**config.mk**
```make
export PLATFORM = sky130hd
export DESIGN_NAME = plti_top
export DESIGN_NICKNAME = d
export VERILOG_FILES = /design/src/plti_sync.v /design/src/plti_top.v
export VERILOG_INCLUDE_DIRS = /design/src
export SDC_FILE = /design/constraint.sdc
export NUM_CORES = 1
export LEC_CHECK = 0
export ABC_AREA = 1
export BUFFER_PORTS_ARGS = -buffer_cell sky130_fd_sc_hd__buf_2
export CAP_MARGIN = 25
export CORE_MARGIN = 2
export CORE_UTILIZATION = 50
export CTS_CLUSTER_SIZE = 25
export DETAILED_ROUTE_END_ITERATION = 7
export HOLD_SLACK_MARGIN = 0.05
export PLACE_DENSITY_LB_ADDON = 0.05
export SLEW_MARGIN = 30
export SYNTH_ARGS = -nofsm -noshare
export SYNTH_HDL_FRONTEND = slang
export SYNTH_SLANG_ARGS = --single-unit
export TNS_END_PERCENT = 1
```
**constraint.sdc**
```tcl
create_clock -name i_clk -period 5.1 [get_ports i_clk]
set_clock_uncertainty 0.05 [all_clocks]
set_input_delay 1.02 -clock i_clk [delete_from_list [all_inputs] [get_ports i_clk]]
set_output_delay 1.02 -clock i_clk [all_outputs]
set_load 0.02 [all_outputs]
```
**src/plti_consts.vh**
```
// constants for the proximity and light threshold interrupt block
`ifndef PLTI_CONSTS_VH
`define PLTI_CONSTS_VH

// bus address: base with the select pin in bit 0
`define PLTI_I2C_ADDR_BASE 7'h38

// register offsets
`define PLTI_REG_SYS_CMD 8'h40
`define PLTI_REG_PERSIST 8'h43
`define PLTI_REG_INT_CTRL 8'h4a
`define PLTI_REG_PLT_LO 8'h4d
`define PLTI_REG_PLT_HI 8'h4e
`define PLTI_REG_LHT_LO 8'h4f
`define PLTI_REG_LHT_HI 8'h50
`define PLTI_REG_LLT_LO 8'h51
`define PLTI_REG_LLT_HI 8'h52

// reset values
`define PLTI_RST_PLT_LO 8'h00
`define PLTI_RST_PLT_HI 4'h0
`define PLTI_RST_LHT 8'hff
`define PLTI_RST_LLT 8'h00
`define PLTI_RST_INT_CTRL 6'h00
`define PLTI_RST_PERSIST 4'h0

// command register bits
`define PLTI_CMD_SW_RST 7
`define PLTI_CMD_INT_RST 6

// interrupt control fields
`define PLTI_IC_PROX_STAT 7
`define PLTI_IC_LIGHT_STAT 6
`define PLTI_IC_MODE_HI 5
`define PLTI_IC_MODE_LO 4
`define PLTI_IC_ASSERT 3
`define PLTI_IC_UPDATE 2
`define PLTI_IC_TRIG_HI 1
`define PLTI_IC_TRIG_LO 0

// proximity compare modes
`define PLTI_PMODE_HIGH 2'b00
`define PLTI_PMODE_HYST 2'b01
`define PLTI_PMODE_OUTSIDE 2'b10

// release gap when re-asserting the pin
`define PLTI_REASSERT_NS 1000
`define PLTI_CLK_MHZ 20
// 1000 ns at 20 MHz, sized for the six-bit gap counter
`define PLTI_REASSERT_CYC 6'h14

`endif

```
**src/plti_sync.v**
```verilog
// two-flop synchroniser for asynchronous pin inputs
`timescale 1ns/100ps
module plti_sync #(
  parameter W = 1
) (
  input wire i_clk, // block clock
  input wire i_rst, // sync reset, active high
  input wire [W-1:0] i_async, // pin level
  input wire [W-1:0] i_rst_val, // level held during reset
  output reg [W-1:0] o_sync // synchronised level
);
  reg [W-1:0] meta_r;

  // first stage feeds only the second
  always @(posedge i_clk) begin
    if (i_rst) begin
      meta_r <= i_rst_val;
      o_sync <= i_rst_val;
    end else begin
      meta_r <= i_async;
      o_sync <= meta_r;
    end
  end

endmodule // plti_sync

```
**src/plti_top.v**
```verilog
// threshold interrupt logic with its serial register slave
`timescale 1ns/100ps
`include "plti_consts.vh"

// How it works
// - 12-bit proximity low threshold in two bytes, both reset zero.
// - 16-bit light high threshold, low byte first, resets all ones.
// - 16-bit light low threshold, low byte first, resets zero.
// - comparison status readable in interrupt control and at the pin.
// - persistence filter applies to proximity only, set in its own register.
// - pin is open drain, pulls low when active, released after power-up.
// - reset command, status read or software reset clear the status.
// - standby does not change the interrupt status.
// - latched status stays active until reset command, status read or software reset.
// - light active outside low-to-high window, inactive inside; fixed.
// - mode 00: active when proximity at or above high threshold.
// - mode 01: set above high, clear below low, else hold.
// - mode 10: active outside threshold range, inactive inside.
// - bus address 0x38 with select pin low, 0x39 with it high.
// - assert bit: steady low, or release and re-assert per new result.
module plti_top (
  input wire i_clk, // 20 MHz block clock
  input wire i_rst, // sync reset, active high
  input wire i_scl, // bus clock pin level
  input wire i_sda, // bus data pin level
  output reg o_sda_o, // bus data drive value, always low
  output reg o_sda_oe, // bus data pull-low enable
  input wire i_addr_sel, // address select pin
  output reg o_int_o, // interrupt drive value, always low
  output reg o_int_oe, // interrupt pull-low enable
  input wire [11:0] i_prox_high_thr, // proximity high threshold
  input wire i_prox_valid, // proximity result strobe
  input wire [11:0] i_prox_data, // proximity result
  input wire i_light_valid, // light result strobe
  input wire [15:0] i_light_data // visible light result
);
  localparam [3:0] S_IDLE = 4'h0;
  localparam [3:0] S_ADDR = 4'h1;
  localparam [3:0] S_AACK = 4'h2;
  localparam [3:0] S_REG = 4'h3;
  localparam [3:0] S_RACK = 4'h4;
  localparam [3:0] S_WR = 4'h5;
  localparam [3:0] S_WACK = 4'h6;
  localparam [3:0] S_RD = 4'h7;
  localparam [3:0] S_MACK = 4'h8;
  localparam [5:0] GAP_CYC = `PLTI_REASSERT_CYC;

  // pins cross into the block clock
  wire [2:0] pins_s;
  plti_sync #(
    .W(3)
  ) u_sync (
    .i_clk(i_clk),
    .i_rst(i_rst),
    .i_async({i_scl, i_sda, i_addr_sel}),
    .i_rst_val(3'h7),
    .o_sync(pins_s)
  );
  wire scl_s = pins_s[2];
  wire sda_s = pins_s[1];
  wire addr_s = pins_s[0];

  reg scl_d_r;
  reg sda_d_r;
  reg [3:0] state_r;
  reg [3:0] cnt_r;
  reg [7:0] sh_r;
  reg [7:0] tx_r;
  reg [7:0] ptr_r;
  reg rw_r;
  reg nack_r;
  reg wr_en_r;
  reg [7:0] wr_addr_r;
  reg [7:0] wr_data_r;
  reg rd_clr_r;

  reg [7:0] plt_lo_r;
  reg [3:0] plt_hi_r;
  reg [7:0] lht_lo_r;
  reg [7:0] lht_hi_r;
  reg [7:0] llt_lo_r;
  reg [7:0] llt_hi_r;
  reg [5:0] ictl_r;
  reg [3:0] persist_r;
  reg prox_stat_r;
  reg light_stat_r;
  reg hyst_r;
  reg [3:0] pcnt_r;
  reg [5:0] gap_r;

  wire scl_rise = scl_s & ~scl_d_r;
  wire scl_fall = ~scl_s & scl_d_r;
  wire start_cond = scl_s & scl_d_r & sda_d_r & ~sda_s;
  wire stop_cond = scl_s & scl_d_r & ~sda_d_r & sda_s;
  wire [6:0] my_addr = `PLTI_I2C_ADDR_BASE | {6'h00, addr_s};

  // same decode serves both the read mux and the write port
  function is_reg;
    input [7:0] a;
    input [7:0] r;
    begin
      is_reg = (a == r);
    end
  endfunction

  reg [7:0] rd_byte;
  always @* begin
    rd_byte = 8'h00;
    if (is_reg(ptr_r, `PLTI_REG_PERSIST))
      rd_byte = {4'h0, persist_r};
    else if (is_reg(ptr_r, `PLTI_REG_INT_CTRL))
      rd_byte = {prox_stat_r, light_stat_r, ictl_r};
    else if (is_reg(ptr_r, `PLTI_REG_PLT_LO))
      rd_byte = plt_lo_r;
    else if (is_reg(ptr_r, `PLTI_REG_PLT_HI))
      rd_byte = {4'h0, plt_hi_r};
    else if (is_reg(ptr_r, `PLTI_REG_LHT_LO))
      rd_byte = lht_lo_r;
    else if (is_reg(ptr_r, `PLTI_REG_LHT_HI))
      rd_byte = lht_hi_r;
    else if (is_reg(ptr_r, `PLTI_REG_LLT_LO))
      rd_byte = llt_lo_r;
    else if (is_reg(ptr_r, `PLTI_REG_LLT_HI))
      rd_byte = llt_hi_r;
  end

  // serial slave: sample at clock rise, drive data after clock fall
  always @(posedge i_clk) begin
    if (i_rst) begin
      scl_d_r <= 1'b1;
      sda_d_r <= 1'b1;
      state_r <= S_IDLE;
      cnt_r <= 4'h0;
      sh_r <= 8'h00;
      tx_r <= 8'h00;
      ptr_r <= 8'h00;
      rw_r <= 1'b0;
      nack_r <= 1'b0;
      wr_en_r <= 1'b0;
      wr_addr_r <= 8'h00;
      wr_data_r <= 8'h00;
      rd_clr_r <= 1'b0;
      o_sda_o <= 1'b0;
      o_sda_oe <= 1'b0;
    end else begin
      scl_d_r <= scl_s;
      sda_d_r <= sda_s;
      wr_en_r <= 1'b0;
      rd_clr_r <= 1'b0;
      if (start_cond) begin
        state_r <= S_ADDR;
        cnt_r <= 4'h0;
        o_sda_oe <= 1'b0;
      end else if (stop_cond) begin
        state_r <= S_IDLE;
        o_sda_oe <= 1'b0;
      end else if (scl_rise) begin
        if (state_r == S_ADDR || state_r == S_REG || state_r == S_WR) begin
          sh_r <= {sh_r[6:0], sda_s};
          cnt_r <= cnt_r + 4'h1;
        end else if (state_r == S_MACK) begin
          nack_r <= sda_s;
        end
      end else if (scl_fall) begin
        case (state_r)
          S_ADDR: begin
            if (cnt_r == 4'h8) begin
              if (sh_r[7:1] == my_addr) begin
                rw_r <= sh_r[0];
                o_sda_oe <= 1'b1;
                state_r <= S_AACK;
              end else begin
                state_r <= S_IDLE;
              end
            end
          end
          S_AACK: begin
            cnt_r <= 4'h0;
            if (rw_r) begin
              tx_r <= rd_byte;
              o_sda_oe <= ~rd_byte[7];
              state_r <= S_RD;
            end else begin
              o_sda_oe <= 1'b0;
              state_r <= S_REG;
            end
          end
          S_REG: begin
            if (cnt_r == 4'h8) begin
              ptr_r <= sh_r;
              o_sda_oe <= 1'b1;
              state_r <= S_RACK;
            end
          end
          S_RACK: begin
            o_sda_oe <= 1'b0;
            cnt_r <= 4'h0;
            state_r <= S_WR;
          end
          S_WR: begin
            if (cnt_r == 4'h8) begin
              wr_en_r <= 1'b1;
              wr_addr_r <= ptr_r;
              wr_data_r <= sh_r;
              o_sda_oe <= 1'b1;
              state_r <= S_WACK;
            end
          end
          S_WACK: begin
            o_sda_oe <= 1'b0;
            cnt_r <= 4'h0;
            ptr_r <= ptr_r + 8'h01;
            state_r <= S_WR;
          end
          S_RD: begin
            if (cnt_r == 4'h7) begin
              o_sda_oe <= 1'b0;
              ptr_r <= ptr_r + 8'h01;
              // the status byte has left: drop the status now
              rd_clr_r <= is_reg(ptr_r, `PLTI_REG_INT_CTRL);
              state_r <= S_MACK;
            end else begin
              tx_r <= {tx_r[6:0], 1'b0};
              o_sda_oe <= ~tx_r[6];
              cnt_r <= cnt_r + 4'h1;
            end
          end
          S_MACK: begin
            cnt_r <= 4'h0;
            if (nack_r) begin
              o_sda_oe <= 1'b0;
              state_r <= S_IDLE;
            end else begin
              tx_r <= rd_byte;
              o_sda_oe <= ~rd_byte[7];
              state_r <= S_RD;
            end
          end
          default: begin
            o_sda_oe <= 1'b0;
            state_r <= S_IDLE;
          end
        endcase
      end
    end
  end

  wire wr_cmd = wr_en_r & is_reg(wr_addr_r, `PLTI_REG_SYS_CMD);
  wire sw_rst = wr_cmd & wr_data_r[`PLTI_CMD_SW_RST];
  wire int_rst = wr_cmd & wr_data_r[`PLTI_CMD_INT_RST];

  // threshold and control registers
  always @(posedge i_clk) begin
    if (i_rst || sw_rst) begin
      plt_lo_r <= `PLTI_RST_PLT_LO;
      plt_hi_r <= `PLTI_RST_PLT_HI;
      lht_lo_r <= `PLTI_RST_LHT;
      lht_hi_r <= `PLTI_RST_LHT;
      llt_lo_r <= `PLTI_RST_LLT;
      llt_hi_r <= `PLTI_RST_LLT;
      ictl_r <= `PLTI_RST_INT_CTRL;
      persist_r <= `PLTI_RST_PERSIST;
    end else if (wr_en_r) begin
      if (is_reg(wr_addr_r, `PLTI_REG_PLT_LO))
        plt_lo_r <= wr_data_r;
      if (is_reg(wr_addr_r, `PLTI_REG_PLT_HI))
        plt_hi_r <= wr_data_r[3:0];
      if (is_reg(wr_addr_r, `PLTI_REG_LHT_LO))
        lht_lo_r <= wr_data_r;
      if (is_reg(wr_addr_r, `PLTI_REG_LHT_HI))
        lht_hi_r <= wr_data_r;
      if (is_reg(wr_addr_r, `PLTI_REG_LLT_LO))
        llt_lo_r <= wr_data_r;
      if (is_reg(wr_addr_r, `PLTI_REG_LLT_HI))
        llt_hi_r <= wr_data_r;
      // status bits are read only
      if (is_reg(wr_addr_r, `PLTI_REG_INT_CTRL))
        ictl_r <= wr_data_r[5:0];
      if (is_reg(wr_addr_r, `PLTI_REG_PERSIST))
        persist_r <= wr_data_r[3:0];
    end
  end

  wire [11:0] plt = {plt_hi_r, plt_lo_r};
  wire [15:0] lht = {lht_hi_r, lht_lo_r};
  wire [15:0] llt = {llt_hi_r, llt_lo_r};
  wire [1:0] pmode = ictl_r[`PLTI_IC_MODE_HI:`PLTI_IC_MODE_LO];
  wire assert_rep = ictl_r[`PLTI_IC_ASSERT];
  wire upd_mode = ictl_r[`PLTI_IC_UPDATE];
  wire trig_px = ictl_r[`PLTI_IC_TRIG_LO];
  wire trig_lt = ictl_r[`PLTI_IC_TRIG_HI];

  // raw proximity condition for the current result
  reg prox_raw;
  always @* begin
    prox_raw = 1'b0;
    case (pmode)
      `PLTI_PMODE_HIGH: prox_raw = (i_prox_data >= i_prox_high_thr);
      `PLTI_PMODE_HYST: begin
        if (i_prox_data > i_prox_high_thr)
          prox_raw = 1'b1;
        else if (i_prox_data < plt)
          prox_raw = 1'b0;
        else
          prox_raw = hyst_r;
      end
      `PLTI_PMODE_OUTSIDE:
        prox_raw = (i_prox_data > i_prox_high_thr) | (i_prox_data < plt);
      default: prox_raw = 1'b0;
    endcase
  end

  // a persistence of n wants n active results in a row
  wire [4:0] pcnt_inc = {1'b0, pcnt_r} + 5'h01;
  wire prox_act = prox_raw & (pcnt_inc >= {1'b0, persist_r});
  wire light_act = (i_light_data > lht) | (i_light_data < llt);
  wire clr_stat = int_rst | rd_clr_r | sw_rst;

  reg prox_stat_nxt;
  reg light_stat_nxt;
  always @* begin
    prox_stat_nxt = prox_stat_r;
    light_stat_nxt = light_stat_r;
    // no standby input touches status; only the clear causes and new results do
    if (clr_stat) begin
      prox_stat_nxt = 1'b0;
      light_stat_nxt = 1'b0;
    end
    // a result in the clearing cycle still wins, except when the clear is a software reset
    if (i_prox_valid && !sw_rst) begin
      if (upd_mode)
        prox_stat_nxt = prox_act;
      else if (prox_act)
        prox_stat_nxt = 1'b1;
    end
    if (i_light_valid && !sw_rst) begin
      if (upd_mode)
        light_stat_nxt = light_act;
      else if (light_act)
        light_stat_nxt = 1'b1;
    end
  end

  wire new_act = (i_prox_valid & prox_act & trig_px) |
                 (i_light_valid & light_act & trig_lt);
  wire pin_cond = (prox_stat_r & trig_px) | (light_stat_r & trig_lt);

  always @(posedge i_clk) begin
    if (i_rst) begin
      prox_stat_r <= 1'b0;
      light_stat_r <= 1'b0;
      hyst_r <= 1'b0;
      pcnt_r <= 4'h0;
      gap_r <= 6'h00;
      o_int_o <= 1'b0;
      o_int_oe <= 1'b0;
    end else begin
      prox_stat_r <= prox_stat_nxt;
      light_stat_r <= light_stat_nxt;
      if (sw_rst) begin
        hyst_r <= 1'b0;
        pcnt_r <= 4'h0;
      end else if (i_prox_valid) begin
        hyst_r <= prox_raw;
        if (!prox_raw)
          pcnt_r <= 4'h0;
        else if (pcnt_r != 4'hf)
          pcnt_r <= pcnt_inc[3:0];
      end
      // a repeat result while low gives the host a fresh falling edge
      if (assert_rep && new_act && o_int_oe)
        gap_r <= GAP_CYC;
      else if (gap_r != 6'h00)
        gap_r <= gap_r - 6'h01;
      o_int_oe <= pin_cond && (gap_r == 6'h00) &&
                  !(assert_rep && new_act && o_int_oe);
    end
  end
endmodule // plti_top

```
; Yosys cells after proc, flatten, opt, wreduce, memory -nomap -nowiden
; Cells that the tools add are included.
[totals]
inputBits = 47
wordCells = 230
out_inout_bits = 4
reg_bits = 128
[classes]
order_cmp = 6
n_eq_ne = 48
n_mux = 55
n_reduce_logical = 48
bitwise_logic = 37
add_sub_neg = 4
[ops]
columns = op, count
row1 = equality test 8 x 7 -> 1 bit (second input constant), 17
row2 = two-way mux 8 bit, 10
row3 = two-way mux 4 bit, 10
row4 = case mux 4 bit (7 select lines), 1
row5 = case mux 8 bit (3 select lines), 1
row6 = two-way mux 1 bit, 21
row7 = two-way mux 7 bit, 3
row8 = case mux 7 bit (3 select lines), 1
row9 = equality test 4 x 3 -> 1 bit (second input constant), 5
row10 = AND reduction 2 bit, 9
row11 = AND reduction 6 bit, 3
row12 = AND 1 bit, 17
row13 = > comparator 16 bit, 1
row14 = < comparator 16 bit, 1
row15 = AND reduction 5 bit, 3
row16 = != test 2 x 1 -> 1 bit (second input constant), 7
row17 = inverter 1 bit, 14
row18 = AND reduction 7 bit, 2
row19 = >= comparator 12 bit, 1
row20 = > comparator 12 bit, 1
row21 = < comparator 12 bit, 1
row22 = != test 4 x 3 -> 1 bit (second input constant), 3
row23 = nonzero test 3 bit, 4
row24 = two-way mux 5 bit, 2
row25 = 35 further kinds, 60

; Depth between registers and ports, before layout
; Gate-level depths: netlist of run 1.
[logic_depth]
ltp_word = 12
depth_mapped = 18
depth_no_buf = 18

; Cells and area by module
; From an unflattened synthesis of run 1, not the netlist that was laid out.
[unflattened]
cells_unflattened = 1077
hier_area_um2 = 7702.4
[modules_own_cells]
columns = module, cells_per_inst, area_each_um2, seq_area_each_um2, instances
row1 = plti_top, 1055, 7522.2, 2442.3, 1
row2 = plti_sync, 22, 180.2, 120.1, 1

; Least setup slack after synthesis of run 1
; No wires, ideal clock.
[synth_timing]
path_kind = input to register
startpoint = in i_prox_high_thr[11]
endpoint = reg gap_r[1]
t_required_ns = 4.932
n_path_buf = 0
arrival_ns = 2.358
path_slack_ns = 2.574
setup_time_ns = 0.118
stages = 16
cell_sequence = inv_1 -> ha_1 -> nand2_1 -> nor2_1 -> and2_1 -> nand2_1 -> nand3_1 -> nand2_1 -> nand2_1 -> nand2_1 -> nand3_1 -> nand4_1 -> nand2_1 -> nand2_1 -> nand2_1 -> nor2_1
[synth_between]
elab_chain_len = 10
word_cells_on_any_way = 12
classes_between = 2 x order compare / 2 x mux / 5 x bitwise / 3 x reduce/logical
[synth_lines]
columns = element, line
row1 = start: declaration, plti_top.v:31  ; input wire [11:0] i_prox_high_thr,
row2 = > comparator 12 bit, "plti_top.v:300, plti_top.v:308"
row3 = OR 1 bit or two-way mux 1 bit (tied branches), "plti_top.v:308, plti_top.v:300"
row4 = case mux 1 bit (3 select lines) (*), plti_top.v:297  ; case (pmode)
row5 = AND 1 bit (*), plti_top.v:315  ; wire prox_act = prox_raw & (pcnt_inc >= {1'b0, persist_r});
row6 = AND 1 bit (*) (2 in series), plti_top.v:344  ; wire new_act = (i_prox_valid & prox_act & trig_px) |
row7 = OR 1 bit (*), plti_top.v:344
row8 = logical AND 1 bit (*) (2 in series), plti_top.v:371  ; if (assert_rep && new_act && o_int_oe)
row9 = OR reduction 2 bit (no line) (*), n/a
row10 = end signal: assignment, plti_top.v:374  ; gap_r <= gap_r - 6'h01;
row11 = end: declaration, plti_top.v:89  ; reg [5:0] gap_r;
; Mark *: on every way between the ends. The rest lies on a longest branch, timed or not.
; A chain may end at the register's enable or synchronous reset.

; Worst setup path in the final report of run 1
[layout_timing]
startpoint = in i_prox_data[11]
endpoint = reg gap_r[1]
[layout_between]
elab_chain_len = 11
word_cells_on_any_way = 14
classes_between = 3 x order compare / 3 x mux / 5 x bitwise / 3 x reduce/logical
[layout_lines]
columns = element, line
row1 = start: declaration, plti_top.v:33  ; input wire [11:0] i_prox_data,
row2 = < comparator 12 bit, "plti_top.v:302, plti_top.v:308"
row3 = two-way mux 1 bit, plti_top.v:302  ; else if (i_prox_data < plt)
row4 = two-way mux 1 bit, plti_top.v:300  ; if (i_prox_data > i_prox_high_thr)
row5 = case mux 1 bit (3 select lines) (*), plti_top.v:297
row6 = AND 1 bit (*), plti_top.v:315
row7 = AND 1 bit (*) (2 in series), plti_top.v:344
row8 = OR 1 bit (*), plti_top.v:344
row9 = logical AND 1 bit (*) (2 in series), plti_top.v:371
row10 = OR reduction 2 bit (no line) (*), n/a
; Marks and branches as above.

==> out/results.txt, run 1 <==
DR pass1 iterations: 5
crit-path max cell delay: 280 ps
Worst setup EP type: flip-flop
unrepaired setup endpoints after global routing: false
most area-consuming cells after synthesis: dfxtp_1, ha_1, nand2_1
# Post-CTS Setup Buffers: 0
Critical Path AT: 2770 ps
Total GRT Usage: 0.252
Layout Utilization: 0.571
final wirelength: 19200 µm
Hold Buf Count CTS: 0
DIE AREA: 0.0162 mm²
IO Pins: 51
Cell Area, Synth: 0.00761 mm²
ANT nets after route: 0
GR met3 Demand/Resource: 0.0402
cell with the most instances after synthesis: nand2_1
cell repeated most along the worst path: nand2_1
Psw: 0.647 mW
synth cell count leaders: nand2_1, inv_1, a21oi_1
share of layout cells above drive strength 1: 0.131
global route hottest layer: met2
syn_area_per_cell: 7.21 µm²
Int Pwr: 1.92 mW
f_max: 398 MHz
setup_tns: 0 ps
CP Data Required Time: 5350 ps
max cap viols: 0
GP Congestion: 0.884
ys async rst share: 0
via/cell ratio: 5.25
Slew headroom: 0.429
largest net degree at the start of global routing: 39
CP cell instances: buf_2 -> ha_1 -> nand2_1 -> nor2_1 -> and2_1 -> nand2_1 -> nand3_1 -> nand2_1 -> nand2_1 -> nand2_1 -> nand3_1 -> nand4_1 -> nand2_1 -> nand2_1 -> nand2_1 -> nor2_1
sequential cell area fraction in the yosys report: 0.337
Synth Warn #: 0
grt total ovfl: 0
fin crit share: 0.493
GR Layer Usage met2: 0.427
WL per Instance: 14.8 µm
Hold Path Cell Cnt: 1
combinational share of power: 0.109
clk sinks: 128
post-synth top area share: 0.337
CTS resizes: 0
first-pass GRT wire length: 32400 µm
starting density of the core: 0.506
pre-CTS WS: 2130 ps
critical path class: in2reg
nature of the critical path startpoint: input pin
initial antenna violation count: 0
CTS Root Cell: clkbuf_16
Worst path slowest cell: ha_1
Power Dens Cells: 298 mW/mm²
TritonCTS Buffers: 17
Antenna Cells: 0
Site Rows: 45
design area: 0.00859 mm²
fin nets: 1217
placed cell area: 0.00798 mm²
Port-buffer cells: 48
Worst R2R Setup Slack: 2640 ps
dominant cell type by area after synthesis: dfxtp_1
P_leak: 3.87 nW
Post-Layout Cell Count: 1300
maximum fanout along the worst path: 5
P&R area growth vs syn: 12.8%
DPL Wire Length: 14700 µm
Slew Limit Fails: 0
Netlist cell types: 57
Yosys reg bits: 128
CTS tree: yes
H-tree lvl count: 4
sequential share of power: 0.409
Synth Instances: 1056
VDD IR max: 0.234 mV
minimum clock period: 2510 ps
Clk pin slew, worst setup/hold paths: 50 ps
Chip Height: 127 µm
Sw Ratio: 0.253
core area: 0.0150 mm²
Bufs on Longest Clock Path: 2
1st-iter DRT viols: 450
FF-to-FF path depth: 8
clk_lat worst skew: 410 ps
met1 usage: 0.329
Vias: 6827
dpl cells: 1269
residual DRC count: 0
status: finished, final reports clean
EDFF count, synth: 0
hold crit path type: reg2reg
Final setup viols: 0
ys flop type: dfxtp_1
Die W: 127 µm
Slew @ Worst Pin: 853 ps
clock group share of total power: 0.482
vias in the first global route: 6424
worst setup margin: 2590 ps
final hold vios: 0
==> logic make-up (layout without fill, tap and decap cells) <==
logic type	Yosys count	after routing	share of synthesized area
multiplexers	1	1	0.00131
buffers and inverters	203	258	0.106
flip-flops	128	128	0.337
other	1	2	0.000493
XOR/XNOR	9	9	0.0104
AND/OR/NAND/NOR	352	352	0.214
AO/OA/AOI/OAI	292	292	0.216
adder cells (fa/ha/maj)	70	70	0.115
==> path summary, 6_finish.rpt <==
kind	startpoint	end
worst min-delay path	u_sync.meta_r[2]	u_sync.o_sync[2]
worst max-delay path	i_prox_data[11]	gap_r[1]
worst min register to register	u_sync.meta_r[2]	u_sync.o_sync[2]
worst max register to register	state_r[2]	ptr_r[5]
==> metal layers <==
| layer | share of wire | up-vias |
|---|---|---|
| met4 | 0.019 | 0 |
| met3 | 0.035 | 27 |
| met1 | 0.47 | 3069 |
| met2 | 0.47 | 125 |
| li1 | - | 3606 |
| met5 | 0 | - |
==> placed cells by master, fill, tap and decap left out, types with 13 or more instances in the layout <==
cell type and count:
nor3_1 13, o21ai_0 101, nand2_1 183, a21oi_1 132, dfxtp_1 128, ha_1 70
nor2_1 60, o21ai_1 14, nand3_1 44, inv_2 16, clkbuf_16 17, buf_2 48
inv_1 158
==> sequential cells by signal, summed over array words and instances (netlist names), 6 cells and up <==
| register | cells |
|---|---|
| lht_hi_r | 8 |
| lht_lo_r | 8 |
| llt_hi_r | 8 |
| llt_lo_r | 8 |
| plt_lo_r | 8 |
| ptr_r | 8 |
| sh_r | 8 |
| wr_addr_r | 8 |
| wr_data_r | 8 |
| tx_r | 7 |
| gap_r | 6 |
| ictl_r | 6 |
==> stage by stage <==
| step | hold WS, ps | power (mW) |
|---|---|---|
| 2_1_floorplan | 339 | 1.27 |
| 3_3_place_gp | 342 | 1.34 |
| 3_5_place_dp | 352 | 1.35 |
| 4_1_cts | 366 | 2.58 |
| 5_1_grt | 387 | 2.68 |
| 6_report | 364 | 2.56 |
==> worst max-delay path, delay by kind of cell <==
kind	cells	cell delay, ps
and+or+nand+nor	14	1370
adders and majority gates	1	280
buffers and inverters	1	110
==> power groups by stage <==
| stage | clock (mW) | combinational [mW] | sequential [mW] |
|---|---|---|---|
| 6_report | 1.24 | 0.279 | 1.05 |
| 5_1_grt | 1.30 | 0.331 | 1.05 |
| 4_1_cts | 1.25 | 0.281 | 1.05 |
| 3_3_place_gp | 0 | 0.275 | 1.07 |
| 2_1_floorplan | 0 | 0.209 | 1.07 |
| 3_5_place_dp | 0 | 0.277 | 1.07 |
==> cell type report <==
cell class                      instances  area, µm²
Inverter                              176        662
Clock inverter                         13        165
Timing Repair Buffer                   51        263
Tap cell                              188        235
Multi-Input combinational cell        726       4260
Fill cell                            1542       6450
Sequential cell                       128       2560
Clock buffer                           18        439
Note: power is estimated with default switching activity, not from simulation.
==> run 2: changes to the inputs <==
==> constraint.sdc (replaced) <==
create_clock -name i_clk -period 2.5 [get_ports i_clk]
set_clock_uncertainty 0.05 [all_clocks]
set_input_delay 0.5 -clock i_clk [delete_from_list [all_inputs] [get_ports i_clk]]
set_output_delay 0.5 -clock i_clk [all_outputs]
set_load 0.02 [all_outputs]
==> run 2 against run 1 <==
Critical endpoint is now tx_r[3]. Non-clock buffer count increased by 11. Cell count increased by 0.92%. Total power increased by 100%. Via count increased by 1.1%. Critical path depth decreased by 2. Global-route usage increased by 0.11 points. Design area increased by 0.68%. Setup slack got worse by 2400 ps. Wire length increased by 1.7%. Sequential power increased by 100%. Sequential share of layout area decreased by 0.20 points. Core utilization increased by 0.39 points.
==> out/results.txt, run 2 (synthesized netlist as in run 1, its figures left out) <==
Antenna Cells: 0
P&R area growth vs syn: 13.6%
Hold WS: 199 ps
H-tree lvl count: 4
CP cell instances: inv_1 -> ha_1 -> inv_1 -> nor2_1 -> nand2_1 -> o21ai_0 -> nand3_1 -> nand3_1 -> nand2_1 -> nand2_1 -> nand2_1 -> nand3_1 -> nand2_1 -> a21oi_2
Critical path buffers and inverters: 2
CTS tree: yes
worst setup margin: 233 ps
grt total ovfl: 0
IO Pins: 51
Port-buffer cells: 48
Layout Utilization: 0.575
ANT nets after route: 0
nature of the critical path startpoint: flip-flop
Worst path slowest cell: dfxtp_1
Critical Path AT: 2540 ps
pre-CTS WS: 39.8 ps
fin crit share: 0.907
Worst setup EP type: flip-flop
Slew @ Worst Pin: 731 ps
Total GRT Usage: 0.253
final wirelength: 19500 µm
final total power: 5.18 mW
most common cell after layout, fill and taps aside: nand2_1
starting density of the core: 0.506
f_max: 441 MHz
DIE AREA: 0.0162 mm²
CP Data Required Time: 2770 ps
final hold vios: 0
hold crit path type: in2reg
TritonCTS Buffers: 17
first-pass GRT wire length: 32300 µm
minimum clock period: 2270 ps
maximum fanout along the worst path: 8
GP Congestion: 0.875
residual DRC count: 0
DR pass1 iterations: 5
CTS Root Cell: clkbuf_16
cell repeated most along the worst path: nand2_1
placed cell area: 0.00806 mm²
1st-iter DRT viols: 501
DPL Wire Length: 14900 µm
clk_lat worst skew: 430 ps
Power Dens Cells: 599 mW/mm²
unrepaired setup endpoints after global routing: false
status: finished, final reports clean
Vias: 6905
clk sinks: 128
crit-path max cell delay: 400 ps
Chip Height: 127 µm
Post-Layout Cell Count: 1312
P_leak: 3.93 nW
share of layout cells above drive strength 1: 0.139
via/cell ratio: 5.26
Final setup viols: 0
# Post-CTS Setup Buffers: 0
Site Rows: 45
critical path class: reg2reg
Slew Limit Fails: 0
Slew headroom: 0.509
most frequent cells in the layout: nand2_1, inv_1, a21oi_1, dfxtp_1, o21ai_0
WL per Instance: 14.9 µm
VDD IR max: 0.517 mV
fin nets: 1228
setup_tns: 0 ps
Bufs on Longest Clock Path: 2
CTS resizes: 0
initial antenna violation count: 0
Clk pin slew, worst setup/hold paths: 60 ps
vias in the first global route: 6459
dpl cells: 1280
Die W: 127 µm
core area: 0.0150 mm²
design area: 0.00864 mm²
max cap viols: 0
family with the most delay on the worst path: simple AND/OR/NAND/NOR gates
Hold Buf Count CTS: 0
largest net degree at the start of global routing: 37
run 2: cell count changes in the layout (fill, tap and decap cells not counted), sizes merged:
cell      before  now
clkbuf        18   19
clkinvlp       4    1
buf           51   62
clkinv         8   10
inv          174  176
bufinv         3    2
run 2: path summary, 6_finish.rpt:
kind	start	endpoint	slack [ps]	cells past startpoint
setup / recovery	ptr_r[0]	tx_r[3]	230	14
hold / removal	i_scl	u_sync.meta_r[2]	200	2
setup reg to reg	ptr_r[0]	tx_r[3]	230	14
hold reg to reg	u_sync.meta_r[0]	u_sync.o_sync[0]	360	1
run 2: cell type report:
cell class,count,area [µm²]
fillers,1440,6390
multi-input cells,726,4250
flip-flops and latches,128,2560
inverters,176,662
clock buffers,19,453
repair buffers,62,345
well taps,188,235
clock inverters,13,136
run 2: where the power goes:
group	switching (mW)	internal, mW
Combinational	0.340	0.227
Sequential	0.0420	2.10
Clock	0.955	1.52
Total	1.34	3.84
run 2: per-layer routing:
metal,share of wire,wire length (µm),up-vias,GRT usage
met4,0.025,487,0,0.0931
met5,0,0,-,0
met2,0.46,9080,143,0.412
met3,0.036,708,36,0.0540
li1,-,-,3617,-
met1,0.47,9270,3109,0.331
run 2: worst register-to-register path, delay by kind of cell, from the launching register on:
family                   cells  cell delay [ps]
AND/OR/NAND/NOR              9             1030
flip-flops                   1              400
buffers and inverters        2              240
adder cells (fa/ha/maj)      1              240
AO/OA/AOI/OAI                2              190
